### src/inc/adcp_pkg.sv
// ****************************************************************
// Readout port constants
// ****************************************************************
package adcp_pkg;

    // Core clock period and conversion time, both in nanoseconds
    localparam int CLK_PERIOD_NS = 50;
    localparam int CONV_TIME_NS  = 500;
    // Conversion length in core cycles, rounded up, at least one
    localparam int CONV_CYCLES_RAW =
        (CONV_TIME_NS + CLK_PERIOD_NS - 1) / CLK_PERIOD_NS;
    localparam int CONV_CYCLES = (CONV_CYCLES_RAW < 1) ? 1 : CONV_CYCLES_RAW;

    localparam int CNT_W = 8;
    localparam logic [CNT_W-1:0] CONV_CNT_LAST = CNT_W'(CONV_CYCLES - 1);
    localparam logic [CNT_W-1:0] CNT_ZERO      = 8'h00;
    localparam logic [CNT_W-1:0] CNT_ONE       = 8'h01;

    // Result word and output frame
    localparam int RESULT_BITS = 16;
    localparam int FRAME_BITS  = 17;
    localparam int FIFO_DEPTH  = 16;
    localparam logic [4:0] BITS_NO_BUSY = 5'h10;
    localparam logic [4:0] BITS_BUSY    = 5'h11;
    localparam logic [4:0] BITS_LAST    = 5'h01;
    localparam logic [4:0] BITS_NONE    = 5'h00;

    // Start bit levels: select mode drives low, chain drives high
    localparam logic START_SELECT = 1'b0;
    localparam logic START_CHAIN  = 1'b1;

    // Synchroniser reset value
    localparam logic [2:0] SYNC_RESET = 3'h0;

    // Port sequencer states
    typedef enum logic [4:0] {
        ST_IDLE  = 5'h01,
        ST_CONV  = 5'h02,
        ST_FETCH = 5'h04,
        ST_HOLD  = 5'h08,
        ST_SHIFT = 5'h10
    } adcp_state_type;

endpackage

### src/logic/adcp_port.sv
`timescale 1ns/1ns
// Functional notes
// - Convert-start rise: data-in high selects select mode
// - Select mode start: conversion begins, output floats
// - Started conversion always completes
// - Conversion end: acquisition phase, converter powered down
// - 3-wire no-busy: start fall shows MSB
// - Output bit changes only on clock falls
// - 3-wire no-busy: float after 16th fall
// - Select-mode busy: float, then drive low, then data
// - 3-wire busy: float after 17th fall
// - Data-in and start both low: drive low
// - 4-wire: data-in fall shows MSB, then shifts
// - 4-wire no-busy: float at 16th fall/data-in rise
// - 4-wire busy: float at 17th fall/data-in rise
// - Chain mode: clock level selects busy option
// - Chain no-busy: MSB appears at conversion end
// - Chain: data-in shifts in on clock falls
// - Chain busy: drive high when ready

// ****************************************************************
// Result FIFO
// ****************************************************************
module adcp_fifo #(
    parameter int WIDTH = 16,
    parameter int DEPTH = 16
) (
    input  wire logic             clk,        // Core clock
    input  wire logic             rstn,       // Async reset, low
    input  wire logic [WIDTH-1:0] in_data,    // Write word
    input  wire logic             in_valid,   // Write offered
    output logic                  in_ready,   // Room for a word
    output logic      [WIDTH-1:0] out_data,   // Head word
    output logic                  out_valid,  // Head word present
    input  wire logic             out_ready   // Head word taken
);
    localparam int AW = $clog2(DEPTH);

    logic [WIDTH-1:0] mem_q [DEPTH];
    logic [AW-1:0]    wr_q;
    logic [AW-1:0]    rd_q;
    logic [AW:0]      cnt_q;
    logic [AW:0]      cnt_d;
    logic             push;
    logic             pop;

    // Handshakes and next fill level
    assign push      = in_valid && in_ready;
    assign pop       = out_valid && out_ready;
    assign cnt_d     = cnt_q + (AW+1)'(push) - (AW+1)'(pop);
    assign out_data  = mem_q[rd_q];
    assign out_valid = (cnt_q != '0);

    // Storage array
    always_ff @(posedge clk)
    begin
        if (push)
        begin
            mem_q[wr_q] <= in_data;
        end
    end

    // Pointers, level and registered ready
    always_ff @(posedge clk or negedge rstn)
    begin
        if (!rstn)
        begin
            wr_q     <= '0;
            rd_q     <= '0;
            cnt_q    <= '0;
            in_ready <= 1'b0;
        end
        else
        begin
            wr_q     <= push ? AW'(wr_q + 1'b1) : wr_q;
            rd_q     <= pop ? AW'(rd_q + 1'b1) : rd_q;
            cnt_q    <= cnt_d;
            in_ready <= (cnt_d < (AW+1)'(DEPTH));
        end
    end
endmodule // adcp_fifo

// ****************************************************************
// Serial readout port
// ****************************************************************
module adcp_port (
    input  wire logic        core_clk,          // Core clock, 20 MHz
    input  wire logic        rstn,              // Async reset, low
    input  wire logic        convert_start,     // Convert start pin
    input  wire logic        serial_data_in,    // Serial data in pin
    input  wire logic        serial_clock_pin,  // Serial clock pin
    output logic             serial_data_out,   // Serial data out level
    output logic             serial_data_oe_n,  // Output enable, low
    input  wire logic [15:0] result_data,       // Converter result
    input  wire logic        result_valid,      // Result offered
    output logic             result_ready,      // FIFO has room
    output logic             sample_strobe,     // Sample pulse
    output logic             converter_active   // Converter powered
);
    adcp_pkg::adcp_state_type state_q;

    logic [2:0]  cnv_s_q;
    logic [2:0]  sdi_s_q;
    logic [2:0]  sck_s_q;
    logic        cnv_q;
    logic        sdi_q;
    logic        sck_q;
    logic        cnv_d;
    logic        sdi_d;
    logic        sck_d;
    logic        cnv_rise;
    logic        cnv_fall;
    logic        sdi_rise;
    logic        sck_fall;
    logic        sel_low;
    logic        mode_cs_q;
    logic        busy_chain_q;
    logic        busy_q;
    logic [adcp_pkg::CNT_W-1:0]       cnt_q;
    logic [adcp_pkg::FRAME_BITS-1:0]  frame_q;
    logic [4:0]  bits_q;
    logic [15:0] head_data;
    logic        head_valid;
    logic        pop;
    logic        drive;
    logic        level;

    // Filtered level: moves once second and third stages agree
    function automatic logic filt(input logic [2:0] s, input logic lvl);
        filt = (s[1] == s[2]) ? s[2] : lvl;
    endfunction

    // ************************************************************
    // Pin synchronisers and edge detection
    // ************************************************************

    // Three-stage shift of each pin
    always_ff @(posedge core_clk or negedge rstn)
    begin
        if (!rstn)
        begin
            cnv_s_q <= adcp_pkg::SYNC_RESET;
            sdi_s_q <= adcp_pkg::SYNC_RESET;
            sck_s_q <= adcp_pkg::SYNC_RESET;
        end
        else
        begin
            cnv_s_q <= {cnv_s_q[1:0], convert_start};
            sdi_s_q <= {sdi_s_q[1:0], serial_data_in};
            sck_s_q <= {sck_s_q[1:0], serial_clock_pin};
        end
    end

    assign cnv_d = filt(cnv_s_q, cnv_q);
    assign sdi_d = filt(sdi_s_q, sdi_q);
    assign sck_d = filt(sck_s_q, sck_q);

    // Accepted pin levels
    always_ff @(posedge core_clk or negedge rstn)
    begin
        if (!rstn)
        begin
            cnv_q <= 1'b0;
            sdi_q <= 1'b0;
            sck_q <= 1'b0;
        end
        else
        begin
            cnv_q <= cnv_d;
            sdi_q <= sdi_d;
            sck_q <= sck_d;
        end
    end

    // Edge events and select level
    assign cnv_rise = cnv_d && !cnv_q;
    assign cnv_fall = !cnv_d && cnv_q;
    assign sdi_rise = sdi_d && !sdi_q;
    assign sck_fall = !sck_d && sck_q;
    assign sel_low  = !(cnv_q && sdi_q);

    // ************************************************************
    // Result buffer
    // ************************************************************

    // Result pop only when a conversion has ended
    assign pop = (state_q == adcp_pkg::ST_FETCH) && head_valid;

    adcp_fifo #(
        .WIDTH (adcp_pkg::RESULT_BITS),
        .DEPTH (adcp_pkg::FIFO_DEPTH)
    ) u_fifo (
        .clk       (core_clk),
        .rstn      (rstn),
        .in_data   (result_data),
        .in_valid  (result_valid),
        .in_ready  (result_ready),
        .out_data  (head_data),
        .out_valid (head_valid),
        .out_ready (pop)
    );

    // ************************************************************
    // Port sequencer
    // ************************************************************

    // Mode capture, conversion timing, framing and shifting
    always_ff @(posedge core_clk or negedge rstn)
    begin
        if (!rstn)
        begin
            state_q      <= adcp_pkg::ST_IDLE;
            mode_cs_q    <= 1'b0;
            busy_chain_q <= 1'b0;
            busy_q       <= 1'b0;
            cnt_q        <= adcp_pkg::CNT_ZERO;
            frame_q      <= '0;
            bits_q       <= adcp_pkg::BITS_NONE;
        end
        else
        begin
            case (state_q)
                adcp_pkg::ST_CONV:
                begin
                    // Runs out whatever the pins do
                    cnt_q <= cnt_q + adcp_pkg::CNT_ONE;
                    if (cnt_q == adcp_pkg::CONV_CNT_LAST)
                    begin
                        state_q <= adcp_pkg::ST_FETCH;
                    end
                end
                adcp_pkg::ST_FETCH:
                begin
                    if (head_valid)
                    begin
                        if (mode_cs_q && sel_low)
                        begin
                            // Start bit low ahead of the data
                            busy_q  <= 1'b1;
                            frame_q <= {adcp_pkg::START_SELECT, head_data};
                            bits_q  <= adcp_pkg::BITS_BUSY;
                            state_q <= adcp_pkg::ST_SHIFT;
                        end
                        else if (mode_cs_q)
                        begin
                            // Wait floating for the select fall
                            busy_q  <= 1'b0;
                            frame_q <= {head_data, 1'b0};
                            bits_q  <= adcp_pkg::BITS_NO_BUSY;
                            state_q <= adcp_pkg::ST_HOLD;
                        end
                        else if (busy_chain_q)
                        begin
                            // Ready flag high, then data
                            busy_q  <= 1'b1;
                            frame_q <= {adcp_pkg::START_CHAIN, head_data};
                            bits_q  <= adcp_pkg::BITS_BUSY;
                            state_q <= adcp_pkg::ST_SHIFT;
                        end
                        else
                        begin
                            // MSB straight out at conversion end
                            busy_q  <= 1'b0;
                            frame_q <= {head_data, 1'b0};
                            bits_q  <= adcp_pkg::BITS_NO_BUSY;
                            state_q <= adcp_pkg::ST_SHIFT;
                        end
                    end
                end
                adcp_pkg::ST_HOLD,
                adcp_pkg::ST_SHIFT,
                adcp_pkg::ST_IDLE:
                begin
                    if (cnv_rise)
                    begin
                        // Mode and chain busy option latched here
                        mode_cs_q    <= sdi_q;
                        busy_chain_q <= sck_q;
                        cnt_q        <= adcp_pkg::CNT_ZERO;
                        state_q      <= adcp_pkg::ST_CONV;
                    end
                    else if (state_q == adcp_pkg::ST_HOLD)
                    begin
                        if (sel_low)
                        begin
                            state_q <= adcp_pkg::ST_SHIFT;
                        end
                    end
                    else if (state_q == adcp_pkg::ST_SHIFT)
                    begin
                        if (mode_cs_q && sdi_rise)
                        begin
                            state_q <= adcp_pkg::ST_IDLE;
                        end
                        else if (!mode_cs_q && cnv_fall)
                        begin
                            state_q <= adcp_pkg::ST_IDLE;
                        end
                        else if (sck_fall)
                        begin
                            // Next bit only on a clock fall
                            // Without a start bit the pad stays at bit 0
                            frame_q <= busy_q
                                ? {frame_q[15:0], !mode_cs_q && sdi_q}
                                : {frame_q[15:1], !mode_cs_q && sdi_q,
                                   1'b0};
                            if (bits_q != adcp_pkg::BITS_NONE)
                            begin
                                bits_q <= bits_q - adcp_pkg::BITS_LAST;
                            end
                            if (mode_cs_q && bits_q == adcp_pkg::BITS_LAST)
                            begin
                                state_q <= adcp_pkg::ST_IDLE;
                            end
                        end
                    end
                end
                default:
                begin
                    state_q <= adcp_pkg::ST_IDLE;
                end
            endcase
        end
    end

    // ************************************************************
    // Pin drivers and converter status
    // ************************************************************

    // Output decision from the sequencer state
    always_comb
    begin
        drive = 1'b0;
        level = 1'b0;
        case (state_q)
            adcp_pkg::ST_SHIFT:
            begin
                drive = 1'b1;
                level = frame_q[adcp_pkg::FRAME_BITS-1];
            end
            adcp_pkg::ST_IDLE:
            begin
                drive = !cnv_q && !sdi_q;
            end
            default:
            begin
                drive = 1'b0;
            end
        endcase
    end

    // Registered pin outputs and converter status
    always_ff @(posedge core_clk or negedge rstn)
    begin
        if (!rstn)
        begin
            serial_data_out  <= 1'b0;
            serial_data_oe_n <= 1'b1;
            sample_strobe    <= 1'b0;
            converter_active <= 1'b0;
        end
        else
        begin
            serial_data_out  <= level;
            serial_data_oe_n <= !drive;
            sample_strobe    <= cnv_rise && (state_q != adcp_pkg::ST_CONV)
                                && (state_q != adcp_pkg::ST_FETCH);
            converter_active <= (state_q == adcp_pkg::ST_CONV);
        end
    end
endmodule // adcp_port

### config.mk
export PLATFORM = sky130hd
export DESIGN_NAME = adcp_port
export DESIGN_NICKNAME = d
export VERILOG_FILES = /design/src/inc/adcp_pkg.sv /design/src/logic/adcp_port.sv
export SDC_FILE = /design/constraint.sdc
export NUM_CORES = 1
export LEC_CHECK = 0
export ABC_AREA = 0
export BUFFER_PORTS_ARGS = -buffer_cell sky130_fd_sc_hd__clkbuf_2
export CORE_MARGIN = 2
export CORE_UTILIZATION = 55
export DETAILED_ROUTE_END_ITERATION = 12
export PLACE_DENSITY = 0.78
export SETUP_SLACK_MARGIN = 0.1
export SLEW_MARGIN = 40
export SYNTH_ARGS = -nofsm -noshare
export SYNTH_HDL_FRONTEND = slang
export SYNTH_SLANG_ARGS = --single-unit
### constraint.sdc
create_clock -name core_clk -period 5.6 [get_ports core_clk]
set_clock_uncertainty 0.2 [all_clocks]
set_input_delay 0 -clock core_clk [delete_from_list [all_inputs] [get_ports core_clk]]
set_output_delay 0 -clock core_clk [all_outputs]
set_load 0.05 [all_outputs]
==> results of run 1 <==
==> per-stage QoR <==
step / instance area [µm²] / hold slack (ps)
global placement: 13690 / -87.02
CTS: 15110 / 164.1
detailed placement: 13710 / -89.18
global route: 15110 / 170.2
finish: 15110 / 157.2
floorplan: 13210 / -495.6
==> flip-flops by register name, indices dropped and copies added, names as in the netlist, 4 cells and up <==
register / count
u_fifo.mem_q: 256
state_q: 5
u_fifo.cnt_q: 5
u_fifo.wr_q: 4
cnt_q: 8
bits_q: 5
u_fifo.rd_q: 4
frame_q: 17
==> layout make-up <==
class	count	area [µm²]	area share
flip-flops and latches	324	9398	0.6221
multi-input cells	401	3633	0.2405
clock buffers	44	939.7	0.06220
repair buffers	62	466.7	0.03089
well taps	319	399.1	0.02642
clock inverters	16	202.7	0.01342
inverters	18	67.56	0.004472
==> cells in the mapped netlist, types with 3 or more instances <==
master,count,area (µm²)
sky130_fd_sc_hd__maj3_1,3,30.03
sky130_fd_sc_hd__mux4_2,59,1329
sky130_fd_sc_hd__o31ai_1,4,30.03
sky130_fd_sc_hd__nor3b_1,3,22.52
sky130_fd_sc_hd__clkbuf_1,19,71.32
sky130_fd_sc_hd__nor2_1,25,93.84
sky130_fd_sc_hd__a21oi_1,21,105.1
sky130_fd_sc_hd__and3_1,7,43.79
sky130_fd_sc_hd__nor2b_1,14,87.58
sky130_fd_sc_hd__mux2i_1,26,260.3
sky130_fd_sc_hd__o21ai_0,25,125.1
sky130_fd_sc_hd__and2_1,14,87.58
sky130_fd_sc_hd__buf_2,8,40.04
sky130_fd_sc_hd__a22oi_1,11,82.58
sky130_fd_sc_hd__nand3_1,29,145.1
sky130_fd_sc_hd__nand4_1,3,18.77
sky130_fd_sc_hd__nor3_1,5,25.02
sky130_fd_sc_hd__a211oi_1,4,30.03
sky130_fd_sc_hd__inv_1,17,63.81
sky130_fd_sc_hd__buf_1,5,18.77
sky130_fd_sc_hd__a31oi_1,3,18.77
sky130_fd_sc_hd__edfxtp_1,256,7687
sky130_fd_sc_hd__xnor2_1,6,52.55
sky130_fd_sc_hd__dfrtp_1,66,1652
sky130_fd_sc_hd__ha_1,16,200.2
sky130_fd_sc_hd__xor2_1,5,43.79
sky130_fd_sc_hd__nand2_1,58,217.7
sky130_fd_sc_hd__or3_1,3,18.77
sky130_fd_sc_hd__o211ai_1,8,60.06
sky130_fd_sc_hd__mux2_2,7,78.83
sky130_fd_sc_hd__a222oi_1,4,40.04
sky130_fd_sc_hd__a221oi_1,5,43.79
==> worst max-delay path: stages (launching register included) <==
cell,delay (ps)
sky130_fd_sc_hd__dfrtp_1,380
sky130_fd_sc_hd__inv_1,90
sky130_fd_sc_hd__ha_1,140
sky130_fd_sc_hd__nor4b_1,320
sky130_fd_sc_hd__or2_2,330
sky130_fd_sc_hd__inv_1,170
sky130_fd_sc_hd__ha_1,310
sky130_fd_sc_hd__inv_1,40
sky130_fd_sc_hd__ha_1,220
sky130_fd_sc_hd__fa_1,430
sky130_fd_sc_hd__a21oi_1,170
sky130_fd_sc_hd__o21bai_1,80
sky130_fd_sc_hd__xor2_1,180
sky130_fd_sc_hd__inv_1,50
==> report_power, final <==
group / internal (µW) / switching (µW) / total (µW)
Clock: 1380 / 897 / 2270
Combinational: 257 / 404 / 661
Sequential: 2730 / 97.2 / 2830
==> layer usage <==
| layer | GRT usage | routed length, µm | vias to the layer above |
|---|---|---|---|
| met3 | 0.04064 | 1510 | 50 |
| met1 | 0.2945 | 11230 | 3596 |
| li1 | - | - | 3190 |
| met2 | 0.3421 | 12970 | 217 |
| met4 | 0.08140 | 759 | 0 |
| met5 | 0 | 0 | - |
==> worst max-delay path by stage <==
stage / end / slack, ps / cells after the start
after CTS: bits_q[4]$_DFFE_PN0P_ / 2230 / 6
final: u_fifo.cnt_q[4]$_DFF_PN0_ / 2380 / 13
after global placement: bits_q[4]$_DFFE_PN0P_ / 2270 / 6
after global routing: u_fifo.cnt_q[4]$_DFF_PN0_ / 2050 / 13
after floorplan: u_fifo.cnt_q[4]$_DFF_PN0_ / 2750 / 13
after detailed placement: bits_q[4]$_DFFE_PN0P_ / 2230 / 6
==> logic make-up after synthesis <==
kind of cell               after synthesis
AOI/OAI and AO/OA                      103
xor gates and xnor gates                11
adders and majority gates               20
buffers and inverters                   52
DFF                                    324
muxes                                   92
and+or+nand+nor                        175
==> cell usage in the layout (no fill, tap or decap), types with 5 or more instances in the layout <==
| cell type | count |
|---|---|
| sky130_fd_sc_hd__edfxtp_1 | 256 |
| sky130_fd_sc_hd__dfrtp_1 | 63 |
| sky130_fd_sc_hd__mux4_2 | 59 |
| sky130_fd_sc_hd__nand2_1 | 58 |
| sky130_fd_sc_hd__clkbuf_16 | 35 |
| sky130_fd_sc_hd__nand3_1 | 29 |
| sky130_fd_sc_hd__mux2i_1 | 26 |
| sky130_fd_sc_hd__o21ai_0 | 25 |
| sky130_fd_sc_hd__nor2_1 | 25 |
| sky130_fd_sc_hd__dlygate4sd3_1 | 25 |
| sky130_fd_sc_hd__clkbuf_2 | 25 |
| sky130_fd_sc_hd__a21oi_1 | 21 |
| sky130_fd_sc_hd__inv_1 | 17 |
| sky130_fd_sc_hd__ha_1 | 16 |
| sky130_fd_sc_hd__nor2b_1 | 14 |
| sky130_fd_sc_hd__a22oi_1 | 11 |
| sky130_fd_sc_hd__buf_4 | 10 |
| sky130_fd_sc_hd__and2_2 | 8 |
| sky130_fd_sc_hd__o211ai_1 | 8 |
| sky130_fd_sc_hd__mux2_2 | 7 |
| sky130_fd_sc_hd__clkinv_1 | 6 |
| sky130_fd_sc_hd__and2_1 | 6 |
| sky130_fd_sc_hd__xnor2_1 | 6 |
| sky130_fd_sc_hd__clkbuf_1 | 6 |
| sky130_fd_sc_hd__xor2_1 | 5 |
| sky130_fd_sc_hd__nor3_1 | 5 |
| sky130_fd_sc_hd__a221oi_1 | 5 |
==> repair_timing <==
action                                 CTS  global route
gates resized for setup                  0             0
endpoints found under the hold margin  332             0
hold buffers                            25             0
==> results.txt, run 1 <==
- Via count: 7053
* Number of flops mapped to enable cells by yosys: 256
* R2r worst-path depth: 13
- For this block, the routed nets add up to 26470 µm of wire.
* Req. time, crit path: 5800 ps
* Gate count of the mapped netlist: 777
* Post-synthesis share of cell area spent on and, or, nand and nor gates: 0.06676
- Routed wire per std cell: 22.36 µm
* Vias in the first global route: 7226
* Fraction of final layout cells sized beyond drive strength 1: 0.2035
- Hold-critical path depth: 0
* Timing-limited maximum frequency: 310.9 MHz
- The mapped netlist covers 13210 µm².
* Count of pins on the block boundary: 27
- Before CTS, the worst setup slack after placement is 2225 ps.
* Clock Pin Slew Worst Setup and Hold Paths: 60 ps
* Tmin final: 3217 ps
- Period utilization: 0.5744
- Largest net degree at the start of global routing: 69
- For this configuration, the core starts out at a cell density of 0.5613.
- In this run, the number of DRC markers left after iteration 0 of detailed routing was 807.
- Minimum setup slack among reg-to-reg paths: 2380 ps
- Rows: 56
- Power spread over the standard cell area amounts to 381.7 nW/µm².
* Count of distinct cell types in the synthesized netlist: 64
- Fill cells: 1664
- Setup repair after global routing left no endpoint under its margin.
* Async set-or-reset flop fraction in the synthesized netlist: 0.2099
- In this run, placement finished with an instance count of 1099.
- Largest voltage drop on the vdd net: 0.2820 mV
- Gr ovfl total: 0
- First-pass GRT wire length: 41190 µm
- Setup violations remaining at the end of the flow were counted as 0.
- Critical path type: flip-flop to flip-flop
- At the end of routability-driven placement, the weighted congestion stood at 0.8075.
- The Yosys step of the flow raised 0 warnings.
- Clock buffers created by TritonCTS: 34
- Count of final max-slew check failures: 0
- Mux cell area share after synthesis: 0.1262
- Crit Reg-Reg Startpoint: u_fifo.cnt_q[2]$_DFF_PN0_
* CTS sink count: 324
* Share of synthesized area occupied by flip-flops and latches: 0.7107
- Once routing completed, OpenROAD measured the worst setup slack at 2383 ps.
- The floorplan step defined a die boundary enclosing 25280 µm².
* Antenna fix cells: 0
- The worst hold path terminates at sdi_s_q[1]$_DFF_PN0_.
- At the pin with the least slew margin, the transition time is 783.4 ps.
- Synthesis produced a netlist with a net count of 816.
* Maximum number of buffers from clock root to sink: 3
- Fin nets: 880
- Number of detailed-routing iterations run before antenna repair: 5
- For the worst-skew pair, the clock arrives at the later sink with an insertion delay of 530 ps.
* Top FF cell, synth: sky130_fd_sc_hd__edfxtp_1
* Mean cell area of the mapped netlist: 17.01 µm²
* Total count of hold-check failures in the final report: 0
* Vias per Instance: 5.957
- For the final routed database, the setup TNS stands at 0 ps.
* Endpoint arrival time on the critical path: 3420 ps
- Min-delay worst type: flip-flop to flip-flop
- Summed over all cells, the static leakage comes to 0.005153 µW.
- The area fraction in compound gates after synthesis was 0.05416.
- Initial antenna violation count: 0
- Adder and majority cell fraction of the synthesized area: 0.01894
- By area, the combinational part of the netlist is dominated by multiplexers.
- The worst setup path is captured at a flip-flop.
- The floorplan step set the die height to 159 µm.
- Startpoint class of the critical path: flip-flop
- The worst hold path begins at sdi_s_q[0]$_DFF_PN0_.
* CTS tree: built
* Max capacitance violation total: 0
- In this run the remaining antenna-violating nets after routing total 0.
- Of the total synthesized cell area, the portion taken by XOR and XNOR cells is 0.007291.
- Die Width: 159 µm
* Final core area utilization: 0.6417
- The H-tree generated during clock tree synthesis spans 2 levels.
* Register bit total from synthesis: 324
- The total area inside the core boundary comes to 23540 µm².
* Master cell of the clock root buffer: sky130_fd_sc_hd__clkbuf_16
- Post-CTS setup buffers: 0
- Destination of the worst register-to-register timing path: u_fifo.cnt_q[4]$_DFF_PN0_
- Post-detailed-placement half-perimeter wirelength: 14640 µm
- Critical path peak fanout: 11
- In the global route stage, overall resource usage came out at 0.2131.
* Total power draw: 5767 µW
- Outcome: finished, final reports clean
- Number of port buffers: 26
- DRC violations left: 0
* Startpoint of the worst setup timing path: u_fifo.cnt_q[2]$_DFF_PN0_
* Relative slew slack: 0.4722
- Count of non-filler cells in the finished layout: 1184
- Layout-stage area growth over the synthesis result: 14.33%
Note: power is estimated with default switching activity, not from simulation.
==> run 2: changes to the inputs <==
--- a/config.mk
+++ b/config.mk
@@ -5,12 +5,12 @@
 export SDC_FILE = /design/constraint.sdc
 export NUM_CORES = 1
 export LEC_CHECK = 0
-export ABC_AREA = 0
+export ABC_AREA = 1
 export BUFFER_PORTS_ARGS = -buffer_cell sky130_fd_sc_hd__clkbuf_2
 export CORE_MARGIN = 2
 export CORE_UTILIZATION = 55
 export DETAILED_ROUTE_END_ITERATION = 12
-export PLACE_DENSITY = 0.78
+export PLACE_DENSITY = 0.81
 export SETUP_SLACK_MARGIN = 0.1
 export SLEW_MARGIN = 40
 export SYNTH_ARGS = -nofsm -noshare
==> constraint.sdc (replaced) <==
create_clock -name core_clk -period 2.91 [get_ports core_clk]
set_clock_uncertainty 0.2 [all_clocks]
set_input_delay 0 -clock core_clk [delete_from_list [all_inputs] [get_ports core_clk]]
set_output_delay 0 -clock core_clk [all_outputs]
set_load 0.05 [all_outputs]
==> run 2 against run 1 <==
Critical path depth did not move; combinational power rose to 5.5 times the previous value; cell count rose by 58%; setup slack got worse by 2100 ps; worst hold slack got worse by 19 ps; sequential cell count did not move; global-route usage rose by 3.0 points; count of clock-buffer cells in the layout fell by 2; via count rose by 45%; synthesized cell count rose by 86%; first-iteration DRC count rose by 32%; largest cell class unchanged; largest power group unchanged.
==> results.txt, run 2 <==
- The share of the Yosys chip area taken by registers is 0.6561.
- The share of total power dissipated in the clock network is 0.312.
- Count leader, synth: sky130_fd_sc_hd__nand2_1
- For met1 alone, demand over resource in global routing was 0.3062.
- Final weighted congestion in routability-driven placement: 0.8144
- Critical path peak fanout: 2
- In this run the critical register-to-register path is launched from u_fifo.cnt_q[3]$_DFF_PN0_.
- Post-route worst setup slack: 321.5 ps
* Gate count of the mapped netlist: 1447
* Async set-or-reset flop fraction in the synthesized netlist: 0.2099
* Destination of the worst register-to-register timing path: u_fifo.cnt_q[4]$_DFF_PN0_
* Area of the die: 27330 µm²
- The tightest hold path in the finished design has a slack of 138.4 ps.
- Across the run, the number of max-cap violations was 0.
* Portion of total power attributed to combinational logic: 0.265
* Count of final max-slew check failures: 0
* Hold endpoint: u_fifo.wr_q[0]$_DFFE_PN0N_
* Clock buffers created by TritonCTS: 34
- Endpoints failing setup: 0
- Internal: 9225 µW
- Number of detailed-routing iterations run before antenna repair: 6
- Count of buffer and inverter cells on the critical path: 3
* Cells along the critical path: inv_1, ha_1, nand2_1, nor2_2, nor2_1, ha_1, inv_1, ha_1, fa_2, a21oi_2, o21bai_1, xnor2_1, inv_1
* Synth top area cells: sky130_fd_sc_hd__edfxtp_1 (54%), sky130_fd_sc_hd__nand2_1 (13%), sky130_fd_sc_hd__dfrtp_1 (12%)
- Timing-limited maximum frequency: 386.3 MHz
- Clock tree synthesis selected as its root buffer the cell sky130_fd_sc_hd__clkbuf_16.
- Data on the critical path arrives at its endpoint at 2790 ps.
- Synthesis instantiated 35 different standard cells from the library.
- Across the VDD grid, the largest voltage drop is 0.6565 mV.
* Number of violations reported at the end of detailed-routing iteration 0: 1065
- Maximum number of buffers from clock root to sink: 3
* Power per standard cell area: 844.4 nW/µm²
- The slowest stage of the critical path is the sky130_fd_sc_hd__dfrtp_1 cell.
* Post-Place Setup Slack: 247.7 ps
- For this run, design rule violations remaining after detail routing come to 0.
- Relative slew slack: 0.4967
* Req. time, crit path: 3110 ps
- Register with the most flip-flops: u_fifo.mem_q
- The initial utilization of the core area, before any placement, comes to 0.5540.
- For this run, the leading register cell type out of synthesis is sky130_fd_sc_hd__edfxtp_1.
- Fraction of final layout cells sized beyond drive strength 1: 0.09980
* Switching power: 4567 µW
* First-pass GRT wire length: 50680 µm
* Family of cells with the greatest summed delay on the critical path: adder cells
- Largest stage delay on the critical path: 380 ps
- Counting flops with a built-in enable in the synthesized netlist gives 256.
* Startpoint of the worst setup timing path: u_fifo.cnt_q[3]$_DFF_PN0_
- Tmin final: 2588 ps
* Cell leakage power: 0.007044 µW
* Period utilization: 0.8895
* Hold-critical path depth: 4
- For the pin with the worst max-slew slack, the measured transition is 750.3 ps.
* GR met3 Demand/Resource: 0.04046
- The area growth from synthesis to layout is 14.11%.
- Dividing the synthesized area by the synthesized cell count gives 9.893 µm².
- Detailed routing inserted a total of 10220 vias.
- The run finished with clean final reports.
- Gr ovfl total: 0
* Minimum setup slack among reg-to-reg paths: 320 ps
- Latest clock arrival within the worst-skew pair: 540 ps
- Total power draw: 13790 µW
- Setup repair after global routing left no endpoint under its margin.
* Count of pins on the block boundary: 27
- Initial antenna violation count: 1
- For this run, global-route usage on met2 was measured as 0.4205.
* Largest net degree at the start of global routing: 77
- The share of total power dissipated in sequential elements is 0.423.
- Rows: 59
- Counting the fill cells in the layout gives 1924.
* Post-synth top area cell: sky130_fd_sc_hd__edfxtp_1
- In this run the cell area measured after placement is 14950 µm².
* Routed wire length: 32210 µm
* Die outline height: 165.3 µm
- From left edge to right edge, the die measures 165.3 µm.
* Vias per Instance: 5.469
* Register cell area after layout: 9397 µm²
* Register bit total from synthesis: 324
- The register with the most flip-flops in the layout has 256 of them.
- The top cell types in the final layout, fill and taps aside, are sky130_fd_sc_hd__nand2_1 (511), sky130_fd_sc_hd__edfxtp_1 (256), sky130_fd_sc_hd__nand3_1 (170).
- Min-delay worst type: primary input to flip-flop
- The wire-length estimate of the detail-placed layout is 18420 µm.
- Clock Pin Slew Worst Setup and Hold Paths: 60 ps
- Most frequent standard cell in the layout excluding fill and tap cells: sky130_fd_sc_hd__nand2_1
* Startpoint class of the critical path: flip-flop
- Maximum level of the CTS H-tree: 2
- Dividing the detail-routed wire length by the instance count gives 17.24 µm.
* Final total negative setup slack: 0 ps
- Area taken by multi-input logic gates: 4078 µm²
* Synthesized area: 14310 µm²
- The number of antenna diodes in the final layout is 0.
- In the final layout, the registers with the most flip-flops are u_fifo.mem_q (256), frame_q (17), cnt_q (8).
- Total count of hold-check failures in the final report: 0
- met2 is the most crowded layer.
* Top cells by instance count after synthesis: sky130_fd_sc_hd__nand2_1 (511), sky130_fd_sc_hd__edfxtp_1 (256), sky130_fd_sc_hd__nand3_1 (170)
- Of the total power, the share spent switching nets is 0.3311.
- R2r worst-path depth: 13
* Global-route total usage across every layer: 0.2429
- Min-Delay Startpoint: result_valid
- The worst setup path is captured at a flip-flop.
- Counting every net in the synthesized netlist gives 1486.
- Fin nets: 1546
* Standard cell core area: 25840 µm²
- CTS sink count: 324
* CTS tree: built
* Critical path type: flip-flop to flip-flop
- In this run the remaining antenna-violating nets after routing total 0.
- The number of global-route vias before repair was 9886.
- The finished cells cover 16330 µm².
- Post-synth top area share: 0.5370
* Number of port buffers: 26
- Number of synthesis warnings: 0
-- run 2: cell types whose count changed after synthesis, sizes merged, moves of 8 or more --
cell	delta
nor2b	-14
a22oi	-11
nand2	+456
and2	-14
buf	+21
mux4	-59
mux2i	-26
nand4	+18
xor2	+8
nor2	+73
inv	+148
nand3	+144
-- run 2: power by group through the flow --
stage	registers [µW]	logic (µW)	clock network (µW)
6_report	5840	3650	4300
5_1_grt	5890	4110	4520
3_5_place_dp	5920	3570	0
2_1_floorplan	5870	2620	0
4_1_cts	5830	3640	4340
3_3_place_gp	5900	3450	0
-- run 2: worst max path at each step --
| stage | endpoint | depth (start not counted) |
|---|---|---|
| 6_report | u_fifo.cnt_q[4]$_DFF_PN0_ | 13 |
| 5_1_grt | u_fifo.cnt_q[4]$_DFF_PN0_ | 13 |
| 4_1_cts | u_fifo.cnt_q[4]$_DFF_PN0_ | 13 |
| 3_5_place_dp | u_fifo.cnt_q[4]$_DFF_PN0_ | 13 |
| 3_3_place_gp | u_fifo.cnt_q[4]$_DFF_PN0_ | 13 |
| 2_1_floorplan | u_fifo.cnt_q[4]$_DFF_PN0_ | 11 |
-- run 2: repair_timing --
| item | CTS | global route |
|---|---|---|
| hold endpoints to repair | 332 | 0 |
| endpoints found under the setup margin | 0 | 2 |
| hold buffers | 25 | 0 |
| buffers inserted | 0 | 0 |
| gates resized for setup | 0 | 3 |
-- run 2: cell families (layout without fill, tap and decap cells) --
family / count (synthesis) / in the layout / share of synthesized area
fa+ha+maj: 17 / 17 / 0.01538
simple gates: 816 / 816 / 0.2383
buf+inv: 228 / 314 / 0.06249
flops: 324 / 324 / 0.6561
xor+xnor: 17 / 17 / 0.01040
compound gates: 45 / 45 / 0.01739
-- run 2: routing by layer --
metal	vias to the layer above	share of wire	wire length, µm
li1	4838	-	-
met1	4868	0.38	12310
met2	418	0.50	16260
met3	91	0.078	2517
met4	2	0.035	1115
met5	-	0.00034	11
-- run 2: cell type report --
type	instances	share of cell area
Inverter	167	0.03845
Multi-Input combinational cell	895	0.2496
Clock buffer	42	0.05515
Timing Repair Buffer	85	0.04221
Sequential cell	324	0.5753
Tap cell	335	0.02566
Clock inverter	20	0.01363
-- run 2: stage by stage --
| stage | util | cells |
|---|---|---|
| final | 0.6322 | 1868 |
| after global routing | 0.6322 | 1868 |
| after CTS | 0.6319 | 1868 |
| after detailed placement | 0.5787 | 1781 |
| after global placement | 0.5785 | 1781 |
| after floorplan | - | 1447 |
-- run 2: worst min-delay path, cell delays in order --
cell	delay (ps)
sky130_fd_sc_hd__dlygate4sd3_1	550
sky130_fd_sc_hd__clkbuf_2	110
sky130_fd_sc_hd__nand2_1	90
sky130_fd_sc_hd__xor2_1	70
==> run 3: changes to the inputs <==
--- a/config.mk
+++ b/config.mk
@@ -5,13 +5,12 @@
 export SDC_FILE = /design/constraint.sdc
 export NUM_CORES = 1
 export LEC_CHECK = 0
-export ABC_AREA = 1
 export BUFFER_PORTS_ARGS = -buffer_cell sky130_fd_sc_hd__clkbuf_2
 export CORE_MARGIN = 2
 export CORE_UTILIZATION = 55
 export DETAILED_ROUTE_END_ITERATION = 12
+export GPL_ROUTABILITY_DRIVEN = 0
 export PLACE_DENSITY = 0.81
-export SETUP_SLACK_MARGIN = 0.1
 export SLEW_MARGIN = 40
 export SYNTH_ARGS = -nofsm -noshare
 export SYNTH_HDL_FRONTEND = slang
==> run 3 against run 2 <==
Non-clock buffer count grew 15; cell area shrank 5.4%; clock power grew 1%; cell count shrank 35%; total power shrank 19%; critical endpoint is now frame_q[15]$_DFFE_PN0P_.
==> results.txt, run 3 (same netlist as run 1, synthesis figures left out) <==
- STA classifies the critical path startpoint as a flip-flop.
- Once layout is done, the placed cells without fillers occupy 15460 µm².
* Cells along the critical path: buf_4, nor2b_1, a221oi_1, nor2_1, o21ai_0, a222oi_1, o21ai_0
- In the routed design, unresolved DRC markers number 0.
- Largest registers: u_fifo.mem_q (256), frame_q (17), cnt_q (8)
- The floorplan step set the die height to 159 µm.
- For this design the ratio of total power to cell area is 724.0 nW/µm².
* Largest net degree at the start of global routing: 39
- Hold-critical path depth: 0
- Buffers placed on the I/O ports in this run total 26.
- STA puts the critical path data required time at 3140 ps.
- GR met3 Demand/Resource: 0.03751
- Along the worst path, the maximum fanout reaches 24.
- Register with the most flip-flops: u_fifo.mem_q
* Timing-limited maximum frequency: 364.0 MHz
- Data arrives at the worst endpoint at 2970 ps.
- TritonCTS created 34 clock buffers.
- Fraction of final layout cells sized beyond drive strength 1: 0.2301
- TritonCTS built the clock tree.
- The worst setup path is of the flip-flop to flip-flop kind.
* Count of pins on the block boundary: 27
* Cell at the slowest stage of the critical path: sky130_fd_sc_hd__dfrtp_2
- Via count: 7403
* Max capacitance violation total: 0
- After detailed placement, the total cell area comes to 14020 µm².
- In the finished design, the share of the clock period the worst path needs comes to 0.9441.
- Master cell of the clock root buffer: sky130_fd_sc_hd__clkbuf_16
- The pre-antenna-repair detailed-routing pass consisted of 5 iterations.
- Fin nets: 918
- Count of final max-slew check failures: 0
- On the worst path, the slowest cell contributes a delay of 840 ps.
* Initial standard-cell utilization of the core: 0.5613
- The number of antenna violations at the first check in global routing came to 0.
- Cell repeated most along the worst path: sky130_fd_sc_hd__o21ai_0
- The first global-routing pass estimated 43440 µm of wire.
* Clock Pin Slew Worst Setup and Hold Paths: 60 ps
* Worst-Margin Slew: 739.5 ps
- Total count of hold-check failures in the final report: 0
- Depth of the critical timing path with buffers and inverters included: 7
- The later pin in the worst-skew pair is clocked with a latency of 520 ps.
- Vias per Instance: 6.053
* Setup crit end kind: flip-flop
* Count of buffer and inverter cells on the critical path: 1
- Measured in cells, the most critical reg-to-reg path has a length of 7.
- In the global route stage, met1 resource usage came out at 0.2966.
- Leaving out fill and tap cells, the most frequent cell in the layout is sky130_fd_sc_hd__edfxtp_1.
* Cell leakage power: 0.005365 µW
- The H-tree was split into 2 levels.
- Summed over all layers, the routed wires come to 28250 µm.
- Maximum number of buffers from clock root to sink: 3
* Global-route total usage across every layer: 0.2258
* Routed wire per std cell: 23.10 µm
* Busiest layer in global routing: met2
* Layout-stage area growth over the synthesis result: 16.99%
- Across all hold checks on the routed design, the worst slack comes to 150.3 ps.
- The run finished with clean final reports.
- Flip-flop count of the largest register after layout: 256
- Total power draw: 11190 µW
* Post-detailed-placement half-perimeter wirelength: 17150 µm
* Area of the die: 25280 µm²
- Die Width: 159 µm
- Tmin final: 2747 ps
* DRT antenna net count: 0
- Setup violations remaining at the end of the flow were counted as 0.
* Rows: 56
- CTS sink count: 324
- Headroom to the max-slew limit came out at 0.5070.
* Standard cell core area: 23540 µm²
* Final core area utilization: 0.6566
- The filler cells instantiated in the layout total 1596.
* Family of cells with the greatest summed delay on the critical path: compound AO/OA/AOI/OAI gates
- The repair_antennas step left the layout with diodes totalling 0.
- Gr ovfl total: 0
- The number of global-route vias before repair came to 7516.
* Commonest cells after routing, fill and taps aside: sky130_fd_sc_hd__edfxtp_1 (256), sky130_fd_sc_hd__dfrtp_1 (63), sky130_fd_sc_hd__mux4_2 (59)
- For met2 alone, demand over resource in global routing was 0.3838.
- The first routing iteration left 750 violations.
- The path class of the tightest hold or removal check is flip-flop to flip-flop.
- IR analysis of the VDD net gives a maximum drop of 0.7708 mV.
## run 3: power by group
| part | internal [µW] | total, µW | leakage [µW] | switching, µW |
|---|---|---|---|---|
| clock | 2610 | 4360 | 0.000555 | 1750 |
| combinational | 558 | 1370 | 0.00166 | 815 |
| sequential | 5260 | 5450 | 0.00315 | 194 |
| total | 8430 | 11200 | 0.00536 | 2760 |
## run 3: layout make-up
class                   count  area (µm²)  area share
inverters                  18       67.56    0.004371
clock inverters            22       257.7     0.01667
repair buffers            100       825.8     0.05342
clock buffers              39       869.6     0.05625
flip-flops and latches    324        9398      0.6079
well taps                 319       399.1     0.02582
multi-input cells         401        3641      0.2355
## run 3: worst paths after layout
check                                           start                 endpoint  slack (ps)
setup / recovery           u_fifo.rd_q[2]$_DFFE_PN0P_  frame_q[15]$_DFFE_PN0P_         160
hold / removal                   sck_s_q[0]$_DFF_PN0_     sck_s_q[1]$_DFF_PN0_         150
setup reg to reg           u_fifo.rd_q[2]$_DFFE_PN0P_  frame_q[15]$_DFFE_PN0P_         160
hold reg to reg                  sck_s_q[0]$_DFF_PN0_     sck_s_q[1]$_DFF_PN0_         150
max in group asynchronous                        rstn   frame_q[3]$_DFFE_PN0P_        1890
min in group asynchronous                        rstn   state_q[0]$_DFFE_PN1P_         370
## run 3: layer usage
layer	up-vias	share of wire
met3	80	0.060
met4	0	0.037
li1	3266	-
met2	273	0.50
met1	3784	0.40
met5	-	0
## run 3: worst register-to-register path, cell delays in order (launching register included)
cell,delay [ps]
sky130_fd_sc_hd__dfrtp_2,840
sky130_fd_sc_hd__buf_4,360
sky130_fd_sc_hd__nor2b_1,120
sky130_fd_sc_hd__a221oi_1,360
sky130_fd_sc_hd__nor2_1,90
sky130_fd_sc_hd__o21ai_0,390
sky130_fd_sc_hd__a222oi_1,150
sky130_fd_sc_hd__o21ai_0,170
## run 3: per-stage QoR
| step | setup WS (ps) | TNS [ps] | cells |
|---|---|---|---|
| after global routing | -44.95 | -44.95 | 1223 |
| after detailed placement | -74.74 | -86.16 | 1135 |
| final | 162.8 | 0 | 1223 |
| after floorplan | 58.31 | 0 | 777 |
| after CTS | 17.73 | 0 | 1222 |
| after global placement | 55.17 | 0 | 1135 |
## run 3: timing repair
action,CTS,global route
hold endpoints to repair,333,0
pin swaps,0,3
hold buffers,26,0
resized for setup,1,7
setup buffers,0,1
endpoints found under the setup margin,2,2
